$ cat src/include/crt_pkg.sv
// Behaviour
// - Index write loads register number bits 0-4
// - Select low: write index, read status
// - Data lines driven only while selected
// - Phase-2 clock times transfers, direction by input
// - Row starts line zero (line one in odd video-interlace fields), address increments per tick
// - Window drops at displayed count, counting continues
// - Line sync rises at programmed position
// - Line sync lasts low-nibble characters, zero invalid
// - Line ends after total plus one characters
// - Next row: next start address, line zero (line one in odd video-interlace fields)
// - Non-display rows scanned with window low
// - Field sync at programmed row, high-nibble lines
// - High nibble zero gives sixteen lines
// - Adjust lines added after last row
// - Field starts at start address, bits 6-7 zero
// - Addresses wrap to zero past display end
// - Caret first line and four caret modes
// - Caret at matching address within line span
// - Pen edge captures address, high bits zero
// - Pen capture lags one character time
// - Interlace alternates fields, odd sync half-line late
// - Row-line address is four bits
package crt_pkg;
  localparam int ADDR_W = 14;
  localparam logic [4:0] REG_LINE_TOTAL = 5'h00;
  localparam logic [4:0] REG_CHARS_DISP = 5'h01;
  localparam logic [4:0] REG_HSYNC_POS = 5'h02;
  localparam logic [4:0] REG_SYNC_WIDTHS = 5'h03;
  localparam logic [4:0] REG_ROW_TOTAL = 5'h04;
  localparam logic [4:0] REG_ROW_ADJUST = 5'h05;
  localparam logic [4:0] REG_ROWS_DISP = 5'h06;
  localparam logic [4:0] REG_VSYNC_ROW = 5'h07;
  localparam logic [4:0] REG_SCAN_MODE = 5'h08;
  localparam logic [4:0] REG_LINES_ROW = 5'h09;
  localparam logic [4:0] REG_CARET_FIRST = 5'h0a;
  localparam logic [4:0] REG_CARET_LAST = 5'h0b;
  localparam logic [4:0] REG_START_HI = 5'h0c;
  localparam logic [4:0] REG_START_LO = 5'h0d;
  localparam logic [4:0] REG_CARET_HI = 5'h0e;
  localparam logic [4:0] REG_CARET_LO = 5'h0f;
  localparam logic [4:0] REG_PEN_HI = 5'h10;
  localparam logic [4:0] REG_PEN_LO = 5'h11;
  localparam int STAT_PEN_BIT = 6;
  localparam int STAT_VBLANK_BIT = 5;
  localparam logic [4:0] VS_ZERO_LINES = 5'h10;
  localparam logic [1:0] CARET_STEADY = 2'h0;
  localparam logic [1:0] CARET_NONE = 2'h1;
  localparam logic [1:0] CARET_BLINK16 = 2'h2;
  localparam int BLINK16_BIT = 3;
  localparam int BLINK32_BIT = 4;
  localparam logic [1:0] MODE_IL_SYNC = 2'h1;
  localparam logic [1:0] MODE_IL_VIDEO = 2'h3;
  localparam int BUF_DEPTH = 2;
  typedef enum logic {CRT_ROWS, CRT_ADJUST} crt_vphase_t;
endpackage

$ cat src/rtl/crt_raster_timing_controller.sv
`timescale 1ns/100ps
module crt_skid_buffer #(
  parameter int WIDTH = 8,
  parameter int DEPTH = 2
) (
  input wire logic clk, // Clock
  input wire logic rst_n, // Sync reset
  input wire logic in_valid, // Word offered
  output logic in_ready, // Room for a word
  input wire logic [WIDTH-1:0] in_data, // Word in
  output logic out_valid, // Word held
  input wire logic out_ready, // Receiver takes
  output logic [WIDTH-1:0] out_data // Word out
);
  localparam int PW = (DEPTH > 1) ? $clog2(DEPTH) : 1;
  logic [WIDTH-1:0] mem_reg [DEPTH];
  logic [PW-1:0] wr_ptr_reg;
  logic [PW-1:0] rd_ptr_reg;
  logic [PW:0] count_reg;
  logic push;
  logic pop;

  if (DEPTH < 2) $error("buffer needs two entries");

  assign in_ready = (count_reg != (PW+1)'(DEPTH));
  assign out_valid = (count_reg != '0);
  assign push = in_valid & in_ready;
  assign pop = out_valid & out_ready;
  assign out_data = mem_reg[rd_ptr_reg];

  always_ff @(posedge clk)
  begin
    if (push)
      mem_reg[wr_ptr_reg] <= in_data;
  end

  always_ff @(posedge clk)
  begin
    if (!rst_n)
    begin
      wr_ptr_reg <= '0;
      rd_ptr_reg <= '0;
      count_reg <= '0;
    end
    else
    begin
      if (push)
        wr_ptr_reg <= (wr_ptr_reg == PW'(DEPTH-1)) ? '0 : wr_ptr_reg + 1'b1;
      if (pop)
        rd_ptr_reg <= (rd_ptr_reg == PW'(DEPTH-1)) ? '0 : rd_ptr_reg + 1'b1;
      count_reg <= count_reg + (PW+1)'(push) - (PW+1)'(pop);
    end
  end
endmodule

module crt_raster_timing_controller
  import crt_pkg::*;
#(
  parameter int CA_W = 11
) (
  input wire logic REF_CLK, // 25 MHz clock
  input wire logic RST_N, // Sync reset, active low
  input wire logic PHASE2, // Host phase-2 clock, sampled
  input wire logic SELECT_N, // Controller select, active low
  input wire logic REG_SELECT, // Low: index/status, high: data reg
  input wire logic READ_NOT_WRITE, // High reads
  input wire logic [7:0] DATA_IN, // Host data in
  output logic [7:0] DATA_OUT, // Host data out
  output logic DATA_OE, // Drive data lines
  input wire logic GLYPH_TICK, // Character clock, sampled
  input wire logic PEN_STROBE, // Light pen input
  output logic VID_VALID, // Raster word available
  input wire logic VID_READY, // Receiver takes raster word
  output logic [CA_W-1:0] CHAR_ADDRESS, // Character memory address
  output logic [3:0] ROW_LINE_ADDRESS, // Scan line within row
  output logic LINE_SYNC, // Horizontal sync
  output logic FIELD_SYNC, // Vertical sync
  output logic DISPLAY_WINDOW, // Displayed character
  output logic CARET_FLAG // Caret position
);
  import crt_pkg::*;
  localparam int WORD_W = CA_W + 8;

  if (CA_W < 1 || CA_W > ADDR_W) $error("CA_W out of range");

  logic [4:0] index_reg;
  logic [7:0] line_total_reg, chars_disp_reg, hsync_pos_reg, sync_widths_reg;
  logic [6:0] row_total_reg, rows_disp_reg, vsync_row_reg, caret_first_reg;
  logic [4:0] row_adjust_reg, lines_row_reg, caret_last_reg;
  logic [7:0] scan_mode_reg;
  logic [ADDR_W-1:0] start_reg, caret_addr_reg, pen_addr_reg;
  logic phase2_q, tick_q, pen_q, pen_pend_reg, pen_flag_reg;
  logic [7:0] h_cnt_reg;
  logic [4:0] line_cnt_reg, adj_cnt_reg, vs_cnt_reg, blink_reg;
  logic [6:0] row_cnt_reg;
  logic [3:0] hs_cnt_reg;
  logic [ADDR_W-1:0] row_start_reg;
  logic field_odd_reg;
  crt_vphase_t vphase_reg;
  logic [7:0] rd_next;
  logic bus_fall, wr_take, rd_take, adv, buf_ready;
  logic h_end, line_last, row_end, field_end, interlace, il_video;
  logic [ADDR_W-1:0] disp_size, cur_addr, next_row_start;
  logic [4:0] line_first, vs_width;
  logic [7:0] vs_upd_pos;
  logic hs_now, vs_start, vs_now, win_now, caret_now, blink_on;
  logic [WORD_W-1:0] word_in, word_out;

  function automatic logic [ADDR_W-1:0] wrap_add(input logic [ADDR_W-1:0] a,
    input logic [ADDR_W-1:0] b, input logic [ADDR_W-1:0] lim);
    logic [ADDR_W:0] s;
    s = {1'b0, a} + {1'b0, b};
    if (lim != '0 && s >= {1'b0, lim})
      s = s - {1'b0, lim};
    return s[ADDR_W-1:0];
  endfunction

  // Host transfers close on the falling edge of the phase-2 clock
  assign bus_fall = phase2_q & ~PHASE2;
  assign wr_take = bus_fall & ~SELECT_N & ~READ_NOT_WRITE;
  assign rd_take = bus_fall & ~SELECT_N & READ_NOT_WRITE;
  assign DATA_OE = ~SELECT_N & READ_NOT_WRITE;

  always_ff @(posedge REF_CLK)
  begin
    if (!RST_N)
    begin
      phase2_q <= 1'b0;
      tick_q <= 1'b0;
      pen_q <= 1'b0;
    end
    else
    begin
      phase2_q <= PHASE2;
      tick_q <= GLYPH_TICK;
      pen_q <= PEN_STROBE;
    end
  end

  always_ff @(posedge REF_CLK)
  begin
    if (!RST_N)
    begin
      index_reg <= '0;
      line_total_reg <= '0;
      chars_disp_reg <= '0;
      hsync_pos_reg <= '0;
      sync_widths_reg <= '0;
      row_total_reg <= '0;
      row_adjust_reg <= '0;
      rows_disp_reg <= '0;
      vsync_row_reg <= '0;
      scan_mode_reg <= '0;
      lines_row_reg <= '0;
      caret_first_reg <= '0;
      caret_last_reg <= '0;
      start_reg <= '0;
      caret_addr_reg <= '0;
    end
    else if (wr_take)
    begin
      if (!REG_SELECT)
        index_reg <= DATA_IN[4:0];
      else
      begin
        unique case (index_reg)
          REG_LINE_TOTAL: line_total_reg <= DATA_IN;
          REG_CHARS_DISP: chars_disp_reg <= DATA_IN;
          REG_HSYNC_POS: hsync_pos_reg <= DATA_IN;
          REG_SYNC_WIDTHS: sync_widths_reg <= DATA_IN;
          REG_ROW_TOTAL: row_total_reg <= DATA_IN[6:0];
          REG_ROW_ADJUST: row_adjust_reg <= DATA_IN[4:0];
          REG_ROWS_DISP: rows_disp_reg <= DATA_IN[6:0];
          REG_VSYNC_ROW: vsync_row_reg <= DATA_IN[6:0];
          REG_SCAN_MODE: scan_mode_reg <= DATA_IN;
          REG_LINES_ROW: lines_row_reg <= DATA_IN[4:0];
          REG_CARET_FIRST: caret_first_reg <= DATA_IN[6:0];
          REG_CARET_LAST: caret_last_reg <= DATA_IN[4:0];
          REG_START_HI: start_reg[13:8] <= DATA_IN[5:0];
          REG_START_LO: start_reg[7:0] <= DATA_IN;
          REG_CARET_HI: caret_addr_reg[13:8] <= DATA_IN[5:0];
          REG_CARET_LO: caret_addr_reg[7:0] <= DATA_IN;
          default: ;
        endcase
      end
    end
  end

  always_comb
  begin
    rd_next = 8'h00;
    if (!REG_SELECT)
    begin
      rd_next[STAT_PEN_BIT] = pen_flag_reg;
      rd_next[STAT_VBLANK_BIT] = (vphase_reg == CRT_ADJUST) || (row_cnt_reg >= rows_disp_reg);
    end
    else
    begin
      unique case (index_reg)
        REG_START_HI: rd_next = {2'h0, start_reg[13:8]};
        REG_START_LO: rd_next = start_reg[7:0];
        REG_CARET_HI: rd_next = {2'h0, caret_addr_reg[13:8]};
        REG_CARET_LO: rd_next = caret_addr_reg[7:0];
        REG_PEN_HI: rd_next = {2'h0, pen_addr_reg[13:8]};
        REG_PEN_LO: rd_next = pen_addr_reg[7:0];
        default: rd_next = 8'h00;
      endcase
    end
  end

  always_ff @(posedge REF_CLK)
  begin
    if (!RST_N)
      DATA_OUT <= 8'h00;
    else
      DATA_OUT <= rd_next;
  end

  // Raster steps only when the buffer has room, so no word is dropped
  assign adv = GLYPH_TICK & ~tick_q & buf_ready;
  assign interlace = scan_mode_reg[0];
  assign il_video = (scan_mode_reg[1:0] == MODE_IL_VIDEO);
  assign line_first = il_video ? {4'h0, field_odd_reg} : 5'h00;
  assign h_end = (h_cnt_reg == line_total_reg);
  // Video interlace walks every other line, so compare without bit 0
  assign line_last = il_video ? ((line_cnt_reg | 5'h01) == (lines_row_reg | 5'h01))
                              : (line_cnt_reg == lines_row_reg);
  assign row_end = (vphase_reg == CRT_ROWS) && line_last;
  assign field_end = h_end && ((row_end && row_cnt_reg == row_total_reg && row_adjust_reg == '0)
    || (vphase_reg == CRT_ADJUST && adj_cnt_reg + 5'h01 == row_adjust_reg));
  assign disp_size = ADDR_W'({6'h00, chars_disp_reg} * {7'h00, rows_disp_reg});
  assign cur_addr = wrap_add(row_start_reg, {6'h00, h_cnt_reg}, disp_size);
  assign next_row_start = wrap_add(row_start_reg, {6'h00, chars_disp_reg}, disp_size);

  always_ff @(posedge REF_CLK)
  begin
    if (!RST_N)
      h_cnt_reg <= '0;
    else if (adv)
      h_cnt_reg <= h_end ? 8'h00 : h_cnt_reg + 8'h01;
  end

  always_ff @(posedge REF_CLK)
  begin
    if (!RST_N)
    begin
      line_cnt_reg <= '0;
      row_cnt_reg <= '0;
      adj_cnt_reg <= '0;
      vphase_reg <= CRT_ROWS;
      row_start_reg <= '0;
      field_odd_reg <= 1'b0;
      blink_reg <= '0;
    end
    else if (adv && h_end)
    begin
      if (field_end)
      begin
        vphase_reg <= CRT_ROWS;
        row_cnt_reg <= '0;
        adj_cnt_reg <= '0;
        row_start_reg <= start_reg;
        field_odd_reg <= interlace ? ~field_odd_reg : 1'b0;
        line_cnt_reg <= (il_video && !field_odd_reg) ? 5'h01 : 5'h00;
        blink_reg <= blink_reg + 5'h01;
      end
      else if (vphase_reg == CRT_ADJUST)
        adj_cnt_reg <= adj_cnt_reg + 5'h01;
      else if (row_end && row_cnt_reg == row_total_reg)
        vphase_reg <= CRT_ADJUST;
      else if (row_end)
      begin
        row_cnt_reg <= row_cnt_reg + 7'h01;
        row_start_reg <= next_row_start;
        line_cnt_reg <= line_first;
      end
      else
        line_cnt_reg <= line_cnt_reg + (il_video ? 5'h02 : 5'h01);
    end
  end

  // Zero width is invalid; treated as no pulse rather than a stuck sync
  assign hs_now = (adv && h_cnt_reg == hsync_pos_reg && sync_widths_reg[3:0] != '0)
    || hs_cnt_reg != '0;

  always_ff @(posedge REF_CLK)
  begin
    if (!RST_N)
      hs_cnt_reg <= '0;
    else if (adv)
    begin
      if (h_cnt_reg == hsync_pos_reg && sync_widths_reg[3:0] != '0)
        hs_cnt_reg <= sync_widths_reg[3:0] - 4'h1;
      else if (hs_cnt_reg != '0)
        hs_cnt_reg <= hs_cnt_reg - 4'h1;
    end
  end

  // Odd interlaced fields move the sync edges to mid-line
  assign vs_upd_pos = (interlace && field_odd_reg)
    ? {1'b0, line_total_reg[7:1]} + {7'h00, line_total_reg[0]} : 8'h00;
  assign vs_width = (sync_widths_reg[7:4] == '0) ? VS_ZERO_LINES
                                                 : {1'b0, sync_widths_reg[7:4]};
  assign vs_start = vphase_reg == CRT_ROWS && row_cnt_reg == vsync_row_reg
    && line_cnt_reg == line_first;
  // Shown from the loading character up to the one before the count expires
  assign vs_now = (h_cnt_reg == vs_upd_pos) ? (vs_start || vs_cnt_reg > 5'h01)
                                            : (vs_cnt_reg != '0);

  always_ff @(posedge REF_CLK)
  begin
    if (!RST_N)
      vs_cnt_reg <= '0;
    else if (adv && h_cnt_reg == vs_upd_pos)
    begin
      if (vs_start)
        vs_cnt_reg <= vs_width;
      else if (vs_cnt_reg != '0)
        vs_cnt_reg <= vs_cnt_reg - 5'h01;
    end
  end

  assign win_now = vphase_reg == CRT_ROWS && row_cnt_reg < rows_disp_reg
    && h_cnt_reg < chars_disp_reg;
  assign blink_on = (caret_first_reg[6:5] == CARET_STEADY)
    || (caret_first_reg[6:5] == CARET_BLINK16 && blink_reg[BLINK16_BIT])
    || (caret_first_reg[6:5] == 2'h3 && blink_reg[BLINK32_BIT]);
  assign caret_now = blink_on && cur_addr == caret_addr_reg
    && line_cnt_reg >= caret_first_reg[4:0] && line_cnt_reg <= caret_last_reg;

  always_ff @(posedge REF_CLK)
  begin
    if (!RST_N)
    begin
      pen_pend_reg <= 1'b0;
      pen_addr_reg <= '0;
    end
    else
    begin
      if (PEN_STROBE && !pen_q)
        pen_pend_reg <= 1'b1;
      else if (adv)
        pen_pend_reg <= 1'b0;
      if (adv && pen_pend_reg)
        pen_addr_reg <= cur_addr;
    end
  end

  always_ff @(posedge REF_CLK)
  begin
    if (!RST_N)
      pen_flag_reg <= 1'b0;
    else if (adv && pen_pend_reg)
      pen_flag_reg <= 1'b1;
    else if (rd_take && REG_SELECT && index_reg == REG_PEN_LO)
      pen_flag_reg <= 1'b0;
  end

  assign word_in = {caret_now, win_now, vs_now, hs_now,
    line_cnt_reg[3:0], cur_addr[CA_W-1:0]};

  crt_skid_buffer #(.WIDTH(WORD_W), .DEPTH(BUF_DEPTH)) u_buf (
    .clk(REF_CLK),
    .rst_n(RST_N),
    .in_valid(adv),
    .in_ready(buf_ready),
    .in_data(word_in),
    .out_valid(VID_VALID),
    .out_ready(VID_READY),
    .out_data(word_out)
  );

  assign {CARET_FLAG, DISPLAY_WINDOW, FIELD_SYNC, LINE_SYNC, ROW_LINE_ADDRESS, CHAR_ADDRESS} =
    VID_VALID ? word_out : '0;

  a_index_load: assert property (@(posedge REF_CLK) disable iff (!RST_N)
    wr_take && !REG_SELECT |=> index_reg == $past(DATA_IN[4:0]))
    else $error("index not loaded");
  a_status_read: assert property (@(posedge REF_CLK) disable iff (!RST_N)
    !REG_SELECT && !pen_flag_reg |=> !DATA_OUT[STAT_PEN_BIT])
    else $error("status read wrong");
  a_bus_float: assert property (@(posedge REF_CLK) disable iff (!RST_N)
    SELECT_N |-> !DATA_OE)
    else $error("data driven while deselected");
  a_window_off: assert property (@(posedge REF_CLK) disable iff (!RST_N)
    h_cnt_reg >= chars_disp_reg |-> !win_now)
    else $error("window high past displayed count");
  a_hsync_rise: assert property (@(posedge REF_CLK) disable iff (!RST_N)
    adv && h_cnt_reg == hsync_pos_reg && sync_widths_reg[3:0] != '0 |-> hs_now)
    else $error("line sync missed");
  a_line_wrap: assert property (@(posedge REF_CLK) disable iff (!RST_N)
    adv && h_end |=> h_cnt_reg == '0)
    else $error("line did not wrap");
  a_vsync_len16: assert property (@(posedge REF_CLK) disable iff (!RST_N)
    adv && h_cnt_reg == vs_upd_pos && vs_start && sync_widths_reg[7:4] == '0
    |=> vs_cnt_reg == VS_ZERO_LINES)
    else $error("zero width not sixteen lines");
  a_pen_capture: assert property (@(posedge REF_CLK) disable iff (!RST_N)
    adv && pen_pend_reg |=> pen_addr_reg == $past(cur_addr) && pen_flag_reg)
    else $error("pen address not captured");
  a_caret_none: assert property (@(posedge REF_CLK) disable iff (!RST_N)
    caret_first_reg[6:5] == CARET_NONE |-> !caret_now)
    else $error("caret shown in no-caret mode");
endmodule

$ cat config.mk
export PLATFORM = sky130hd
export DESIGN_NAME = crt_raster_timing_controller
export DESIGN_NICKNAME = d
export VERILOG_FILES = /design/src/include/crt_pkg.sv /design/src/rtl/crt_raster_timing_controller.sv
export SDC_FILE = /design/constraint.sdc
export NUM_CORES = 1
export LEC_CHECK = 0
export ABC_CLOCK_PERIOD_IN_PS = 17500
export BUFFER_PORTS_ARGS = -buffer_cell sky130_fd_sc_hd__buf_4
export CAP_MARGIN = 20
export CORE_UTILIZATION = 35
export CTS_CLUSTER_DIAMETER = 120
export DETAILED_ROUTE_END_ITERATION = 12
export GPL_TIMING_DRIVEN = 0
export HOLD_SLACK_MARGIN = 0.1
export PLACE_DENSITY_LB_ADDON = 0.12
export REMOVE_ABC_BUFFERS = 1
export SETUP_SLACK_MARGIN = 0.05
export SYNTH_ARGS = -nofsm -noshare
export SYNTH_HDL_FRONTEND = slang
export SYNTH_HIERARCHICAL = 1
export SYNTH_SLANG_ARGS = --single-unit
$ cat constraint.sdc
create_clock -name REF_CLK -period 17.5 [get_ports REF_CLK]
set_input_delay 0.875 -clock REF_CLK [delete_from_list [all_inputs] [get_ports REF_CLK]]
set_output_delay 0.875 -clock REF_CLK [all_outputs]
set_load 0.005 [all_outputs]
# Yosys cells after proc, flatten, opt, wreduce, memory -nomap -nowiden
# Memory sizes are Yosys's and may differ from the RTL's. A register that Yosys moved wholly into a read port is not among the register bits.
# Index checks and enable logic that the tools add are counted.
# classes
bitwise_logic,16
div,0
n_eq_ne,33
mul,1
shift,0
reduce_logical,74
order_cmp,8
add_sub_neg,17
muxes,45
# ops
op,count
14-bit two-way mux,6
3-bit AND reduction,17
8-bit case mux with 6 select lines,1
5-bit two-way mux,9
5-bit by 4-bit == test with 1-bit output (second input constant),8
14-bit by 8-bit adder with 15-bit output,2
15-bit by 14-bit greater-or-equal comparator with 1-bit output,2
7-bit two-way mux,4
14-bit subtractor,2
1-bit logical AND,27
8-bit == test,3
5-bit by 3-bit == test with 1-bit output (second input constant),4
19-bit two-way mux,1
1-bit two-way mux,18
8-bit two-way mux,2
14-bit == test,1
7-bit == test,2
8-bit by 7-bit multiplier with 14-bit output,1
14-bit nonzero test,1
2-bit nonzero test,7
2-bit AND reduction,6
5-bit by 1-bit adder with 5-bit output (second input constant),2
5-bit by 2-bit == test with 1-bit output (second input constant),2
5-bit == test,2
other kinds (34),64
# word_totals
latchBits,0
reg_bits,196
in_bits,17
romBits,0
wordCells,233
out_inout_bits,29
ram_bits,38
mem_count,1
# mem_list
name,words,word_bits,read_ports,rd_ports_with_merged_regs,wr,line_no,rtl
u_buf.mem_reg,2,19,1,1,1,crt_raster_timing_controller.sv:16,logic [WIDTH-1:0] mem_reg [DEPTH];

# Longest topological paths before layout
# Gate-level depths: netlist of the first run.
# logic_depth
ltp_word,9
depth_mapped,29
depth_no_buf,27

# By module
# The synthesis of the first run kept the hierarchy.
# by_module_without_submodules
module,cells_each,n_inst,area_per_inst_um2,seq_area_each_um2
crt_raster_timing_controller,1651,1,13629.3,3843.7
crt_skid_buffer,88,1,1636.6,1241.2

# Worst setup path after synthesis of the first run
# No wires, ideal clock.
# synth_path
path_type,register to register
start,register rows_disp_reg[3]
end,memory u_buf/mem_reg[0][18] (netlist name) (data pin)
required_ns,17.318
setup_time_ns,0.182
path_slack_ns,10.856
period_less_slack_ns,6.644
n_path_buf,0
stages_incl_launch_ff,27
t_arrival_ns,6.462
cell_sequence,dfxtp_1 -> inv_1 -> nor2_1 -> fa_1 -> inv_1 -> fa_1 -> inv_1 -> fa_1 -> inv_1 -> fa_1 -> inv_1 -> ha_1 -> o21ai_1 -> a21oi_1 -> mux2i_1 -> o211a_1 -> ha_1 -> a21o_1 -> a21o_1 -> a21oi_1 -> nand2_1 -> a211o_1 -> nand2_4 -> mux2_2 -> a222oi_1 -> or4b_1 -> nor4_2
# synth_via
elab_chain_len,8
word_cells_on_any_way,10
classes_between,add/sub (1); mul (1); order compare (1); eq/ne (1); mux (1); reduce/logical (5)
# synth_lines
element,line_no,rtl
"start, declared",crt_raster_timing_controller.sv:88,"logic [6:0] row_total_reg, rows_disp_reg, vsync_row_reg, caret_first_reg;"
"start signal, assigned",crt_raster_timing_controller.sv:173,REG_ROWS_DISP: rows_disp_reg <= DATA_IN[6:0];
8-bit by 7-bit multiplier with 14-bit output *,crt_raster_timing_controller.sv:231,"assign disp_size = ADDR_W'({6'h00, chars_disp_reg} * {7'h00, rows_disp_reg});"
15-bit by 14-bit greater-or-equal comparator with 1-bit output or 14-bit nonzero test (tied branches),crt_raster_timing_controller.sv:113,"if (lim != '0 && s >= {1'b0, lim})"
1-bit logical AND,crt_raster_timing_controller.sv:113,
14-bit two-way mux *,crt_raster_timing_controller.sv:113,
net cur_addr[3],crt_raster_timing_controller.sv:103,"logic [ADDR_W-1:0] disp_size, cur_addr, next_row_start;"
14-bit == test *,crt_raster_timing_controller.sv:328,assign caret_now = blink_on && cur_addr == caret_addr_reg
1-bit logical AND *,crt_raster_timing_controller.sv:328,
1-bit logical AND * (2 in a row),crt_raster_timing_controller.sv:329,&& line_cnt_reg >= caret_first_reg[4:0] && line_cnt_reg <= caret_last_reg;
net caret_now,crt_raster_timing_controller.sv:106,"logic hs_now, vs_start, vs_now, win_now, caret_now, blink_on;"
"end, declared",crt_raster_timing_controller.sv:16,
# Mark *: on every way through the listed nets, which the timed path passes. The rest lies on a longest branch.

# Final worst setup path of the first run
# layout_path
start,register chars_disp_reg[4]
end,memory u_buf/mem_reg[1][18] (netlist name) (data pin)
# layout_via
elab_chain_len,8
word_cells_on_any_way,10
classes_between,add/sub (1); mul (1); order compare (1); eq/ne (1); mux (1); reduce/logical (5)
# layout_lines
element,line_no,rtl
"start, declared",crt_raster_timing_controller.sv:87,"logic [7:0] line_total_reg, chars_disp_reg, hsync_pos_reg, sync_widths_reg;"
"start signal, assigned",crt_raster_timing_controller.sv:146,chars_disp_reg <= '0;
"start signal, assigned",crt_raster_timing_controller.sv:168,REG_CHARS_DISP: chars_disp_reg <= DATA_IN;
8-bit by 7-bit multiplier with 14-bit output *,crt_raster_timing_controller.sv:231,
15-bit by 14-bit greater-or-equal comparator with 1-bit output or 14-bit nonzero test (tied branches),crt_raster_timing_controller.sv:113,
1-bit logical AND,crt_raster_timing_controller.sv:113,
14-bit two-way mux *,crt_raster_timing_controller.sv:113,
14-bit == test *,crt_raster_timing_controller.sv:328,
1-bit logical AND *,crt_raster_timing_controller.sv:328,
1-bit logical AND * (2 in a row),crt_raster_timing_controller.sv:329,
net caret_now,crt_raster_timing_controller.sv:106,
# Marks and branches as above.

==> metrics.yaml, run 1 <==
port-buffer-count: 45
status: "finished clean"
syn2layout_area_growth_pct: 12.3
grt_max_degree: 80
totalWireLength_mm: 43.1
holdBufCountCts: 0
firstDrtPassIters: 5
final_common_cell: "nor2_1"
p_clk_frac: 0.335
ys_ff_latch: 235
path_depth: 27
cts_buffer_depth: 3
crit_top_cell: "inv_1"
num_rows: 76
die_area_um2: 44500
switching_share: 0.338
overflow: 0
end_kind: "register"
min_delay_path_depth: 2
dp_slack_ns: 9.25
clk_pin_slew_ns: 0.06
cts.sinks: 235
syn_area_um2: 15300
largest_reg_flops: 38
cts_setup_buffers: 0
post_drt_wl_per_cell_um: 18.3
yosys_warnings: 6
setup_viol: 0
antenna_found_initial: 0
clockRootBuffer: "clkbuf_16"
max_freq_mhz: 121
arrival_ns: 8.62
cts_tree: "yes"
drtAntennaViolNets: 0
post_cts_resized: 0
cp_max_fo: 13
nets: 1907
layout_common_cells: "nor2_1 (235), dfxtp_1 (197), nand2_1 (114)"
synth_async_sr_flop_share: 0
yosysTopAreaCell: "dfxtp_1"
clock_latency_ns: 0.57
maxSlewHeadroom: 0.193
slowest_delay_ns: 0.76
power_leakage_nw: 7.23
diodes: 0
core_um2: 43100
start_util: 0.354
post-route-period-util: 0.472
grt_pass1_vias: 11800
fin_crit_ns: 8.26
fin_skew_ns: 0.0138
via_per_inst: 5.20
synth-edff-count: 38
path_class: "register to register"
synth_cells: 1739
numCtsBuffers: 28
fill_cells: 4313
synth_ff_type: "dfxtp_1"
worstPathRequired_ns: 17.87
die_h_um: 211
hold_viol: 0
remaining_drc_errors: 0
synth_area_leaders: "dfxtp_1 (26%), ha_1 (9.1%), edfxtp_1 (7.5%)"
start_kind: "register"
yosys.area.top_type_share: 0.258
crit_path_top_delay_cell: "nor2_1"
max_slew.worst_pin.slew_ns: 1.20
reg2regPathDepth: 27
gp_congestion: 0.845
fp.dieW_um: 211
cts_max_level: 1
drive_gt1_frac: 0.0809
peakVddDrop_v: 0.0000711
cp_num_buf_inv: 6
num_io_pins: 46
drv_slew: 0
p_per_area_nw_per_um2: 111
critPathTopFamily: "adder cells"
finalWorstSetupSlack_ns: 9.24
p_comb_frac: 0.330
seq_power_share: 0.336
grt_pass1_wl_mm: 68.0
p_int_mw: 1.26
vias: 12200
drtIter0Drc: 666
worst_hold_path_type: "register to register"
yosysSeqAreaShare: 0.333
dp_hpwl_mm: 31.8
grt_util_all_layers: 0.195
switching_power_uw: 644
rsz0062_at_grt: "no"
synth.distinct_cells: 80
max_cap_violations: 0
postSynthAreaPerCell_um2: 8.78
setup-tns-final_ns: 0
per-layer routing:
layer	vias up	global-route usage	routed length [µm]
met5	-	0	0
met4	0	0.0455	795
met2	213	0.326	19900
met3	48	0.0204	1550
li1	6093	-	-
met1	5893	0.268	20800
final timing paths:
check	from	to	slack, ns
setup / recovery	chars_disp_reg[4]	u_buf/mem_reg[1][18]	9.24
hold / removal	lines_row_reg[1]	lines_row_reg[1]	0.47
setup reg to reg	chars_disp_reg[4]	u_buf/mem_reg[1][18]	9.24
hold reg to reg	lines_row_reg[1]	lines_row_reg[1]	0.47
cells by family (layout without fill, tap and decap cells):
| logic type | after synthesis | in the layout | synth area share |
|---|---|---|---|
| adder cells (fa/ha/maj) | 144 | 144 | 0.134 |
| buffers and inverters | 167 | 196 | 0.0425 |
| AND/OR/NAND/NOR | 602 | 602 | 0.187 |
| multiplexers | 134 | 134 | 0.0899 |
| AO/OA/AOI/OAI | 322 | 322 | 0.135 |
| flip-flops | 235 | 235 | 0.333 |
| XOR/XNOR | 135 | 135 | 0.0775 |
worst min-delay path, delay by kind of cell (launching register included):
family | cells | cell delay, ns
compound gates | 1 | 0.05
flops | 1 | 0.32
simple gates | 1 | 0.06
layout make-up:
cell class | instances | area [µm²] | area share
Clock buffer | 40 | 816 | 0.0476
Clock inverter | 12 | 206 | 0.0120
Inverter | 94 | 358 | 0.0209
Multi-Input combinational cell | 1337 | 9560 | 0.557
Sequential cell | 235 | 5080 | 0.297
Tap cell | 585 | 732 | 0.0427
Timing Repair Buffer | 50 | 390 | 0.0228
Yosys cell counts (8+ instances only):
cell	instances
nor2b_1	21
o21ai_0	72
a21oi_1	94
a21o_1	19
inv_1	93
nor3_1	28
nor2_1	235
or3_1	8
mux2_2	24
clkbuf_1	67
dfxtp_1	197
and2_1	46
nand2_1	114
xnor2_1	75
nand4_1	19
xor2_1	60
mux2i_1	109
or2_2	8
o21a_1	9
and3_1	9
nand3_1	48
ha_1	111
nand2b_1	26
a211oi_1	17
a31oi_1	14
o211ai_1	10
edfxtp_1	38
fa_1	33
a22oi_1	17
nor4_1	13
metrics by stage:
stage	cell area (µm²)	hold slack, ns	util	cells	power [mW]
finish	17100	0.468	0.398	2353	1.91
global route	17100	0.484	0.398	2353	2.03
CTS	17100	0.470	0.398	2353	1.93
detailed placement	16100	0.461	0.374	2301	1.28
global placement	16000	0.443	0.372	2296	1.27
floorplan	15000	0.432	-	1666	1.09
power groups by stage:
stage	clock, mW	sequential, mW	combinational, mW
3_3_place_gp	0	0.651	0.624
5_1_grt	0.676	0.646	0.706
3_5_place_dp	0	0.652	0.629
4_1_cts	0.657	0.641	0.632
6_report	0.639	0.640	0.629
2_1_floorplan	0	0.637	0.451
No activity file was read; power rests on OpenSTA's default activity.
==> run 2, diff against run 1 <==
- ABC_CLOCK_PERIOD_IN_PS: 17500 -> 6850
- clock period: 17.5 -> 6.85 ns (I/O delays scaled with it)
==> run 2 against run 1 <==
- final cell count up 2.6%
- sequential cell count unchanged
- power grew to 2.6 times the previous value
- die area is the same
- global-route usage grew 0.30 points
- via count up 2.2%
- setup slack got worse by 9.0 ns
- critical path depth decreased by 5
- non-clock buffer count up 61
- maximum frequency grew 25%
- clock power rose to 2.6 times the previous value
- cell area up 5.3%
- critical endpoint unchanged
- highest routed layer unchanged
==> metrics.yaml, run 2 (synthesis gave the netlist of run 1 again) <==
finalNonFillerCells: 2414
syn2layout_area_growth_pct: 18.2
cts_buffer_depth: 3
reg2regPathDepth: 22
gp_congestion: 0.845
highest_layer: "met4"
remaining_drc_errors: 0
cts_tree: "yes"
layout_common_cells: "nor2_1 (227), dfxtp_1 (183), nand2_1 (111)"
cp_max_fo: 6
max_freq_mhz: 151
setup_viol: 0
max_cap_violations: 0
power_leakage_nw: 7.57
path_class: "register to register"
rsz0062_at_grt: "yes"
numCtsBuffers: 28
max_slew.worst_pin.slew_ns: 1.23
nets: 1968
vias: 12500
diodes: 0
grt_pass1_wl_mm: 69.0
critPathTopFamily: "adder cells"
cts_max_level: 1
r2r_slack_ns: 0.22
core_um2: 43100
r2r_start: "rows_disp_reg[5]"
die_h_um: 211
p_per_area_nw_per_um2: 277
antenna_found_initial: 0
status: "finished clean"
final_common_cell: "nor2_1"
peakVddDrop_v: 0.000180
start_util: 0.354
cp_num_buf_inv: 2
fin_skew_ns: 0.0136
clockRootBuffer: "clkbuf_16"
drv_slew: 0
num_rows: 76
via_per_inst: 5.19
grt_max_degree: 80
post_drt_wl_per_cell_um: 18.3
fill_cells: 4247
min_from: "READ_NOT_WRITE"
wl_met1_mm: 20.9
dr_wl_met2_mm: 20.7
dp_hpwl_mm: 31.8
setup-tns-final_ns: 0
post-route-period-util: 0.968
num_io_pins: 46
end_kind: "register"
overflow: 0
firstDrtPassIters: 5
worstPathRequired_ns: 7.23
slowest_delay_ns: 0.58
crit_path_top_delay_cell: "fa_1"
maxSlewHeadroom: 0.175
dpl.cell_count: 2301
drive_gt1_frac: 0.153
fin_crit_ns: 6.63
whs_endpoint: "pen_flag_reg"
fp.dieW_um: 211
port-buffer-count: 45
drtIter0Drc: 771
crit_top_cell: "fa_1"
met3_length_mm: 1.73
arrival_ns: 7.01
worst_hold_path_type: "input pin to register"
crit_chain: "inv_1 -> nor2_1 -> fa_1 -> fa_1 -> fa_1 -> fa_1 -> ha_4 -> or3_1 -> a311oi_1 -> a21oi_1 -> xnor2_2 -> buf_4 -> ha_2 -> nand4_1 -> o21bai_2 -> nand2_2 -> a211o_1 -> nand2_4 -> mux2_4 -> a222oi_1 -> or4b_4 -> nor4_4"
min_delay_path_depth: 4
start_kind: "register"
hold_viol: 0
clk_pin_slew_ns: 0.06
die_area_um2: 44500
largest_reg_flops: 38
cts.sinks: 235
clock_latency_ns: 0.57
totalWireLength_mm: 44.1
grt_util_all_layers: 0.198
drtAntennaViolNets: 0
worstReg2RegEnd: "u_buf/mem_reg[1][18]"
grt_pass1_vias: 12100
==> run 2: cell types whose count changed in the layout (fill, tap and decap cells not counted), moves of 6 or more <==
cell,delta
buf_4,+57
inv_1,-15
dfxtp_1,-14
ha_1,-13
ha_4,+12
dfxtp_4,+10
inv_2,+9
nor2_1,-8
nor2_2,+6
==> run 2: power by group <==
group	switching [mW]	leakage (nW)	internal (mW)	total, mW
clock	0.615	0.496	1.02	1.63
combinational	0.977	5.11	0.764	1.74
sequential	0.108	1.96	1.52	1.63
==> run 2: worst register-to-register path: stages (launching register included) <==
cell	delay [ns]
dfxtp_2	0.35
inv_1	0.17
nor2_1	0.10
fa_1	0.58
fa_1	0.44
fa_1	0.53
fa_1	0.45
ha_4	0.21
or3_1	0.37
a311oi_1	0.20
a21oi_1	0.15
xnor2_2	0.16
buf_4	0.16
ha_2	0.32
nand4_1	0.15
o21bai_2	0.15
nand2_2	0.12
a211o_1	0.35
nand2_4	0.10
mux2_4	0.32
a222oi_1	0.25
or4b_4	0.52
nor4_4	0.29
==> run 2: worst max path at each step <==
stage	from	end	slack (ns)	cells after the start
6_report	rows_disp_reg[5]	u_buf/mem_reg[1][18]	0.22	22
5_1_grt	rows_disp_reg[3]	u_buf/mem_reg[1][18]	-0.08	23
4_1_cts	chars_disp_reg[3]	u_buf/mem_reg[1][18]	0.13	26
3_5_place_dp	chars_disp_reg[4]	u_buf/mem_reg[0][18]	-1.40	27
3_3_place_gp	chars_disp_reg[4]	u_buf/mem_reg[0][18]	-1.40	27
2_1_floorplan	rows_disp_reg[3]	u_buf/mem_reg[0][18]	0.06	27
==> run 2: cell type report <==
class / instances / area, µm² / area share
clock buffers: 40 / 816 / 0.0452
flip-flops and latches: 235 / 5130 / 0.284
multi-input cells: 1337 / 9930 / 0.550
clock inverters: 12 / 206 / 0.0114
inverters: 94 / 380 / 0.0211
well taps: 585 / 732 / 0.0406
repair buffers: 111 / 858 / 0.0476
==> run 2: through the flow <==
step                setup WS [ns]  hold slack (ns)  utilization  cell area (µm²)  total power, mW
global route              -0.0769            0.144        0.419            18000             5.31
finish                      0.219            0.134        0.419            18000             5.01
CTS                         0.133            0.106        0.409            17600             5.00
floorplan                  0.0642            0.432            -            15000             2.78
detailed placement          -1.40            0.461        0.374            16100             3.27
global placement            -1.40            0.443        0.372            16000             3.26
==> run 2: repair_timing <==
action	in CTS	in global routing
resized for setup	70	44
setup endpoints to repair	33	13
setup buffers	27	30
pin swaps	10	33
hold endpoints to repair	4	0
hold buffers	4	0
cloned	0	0
==> run 2: per-layer routing <==
layer | global-route usage | vias up
met2 | 0.334 | 210
met4 | 0.0490 | 0
met1 | 0.267 | 6033
met3 | 0.0238 | 52
met5 | 0 | -
li1 | - | 6225
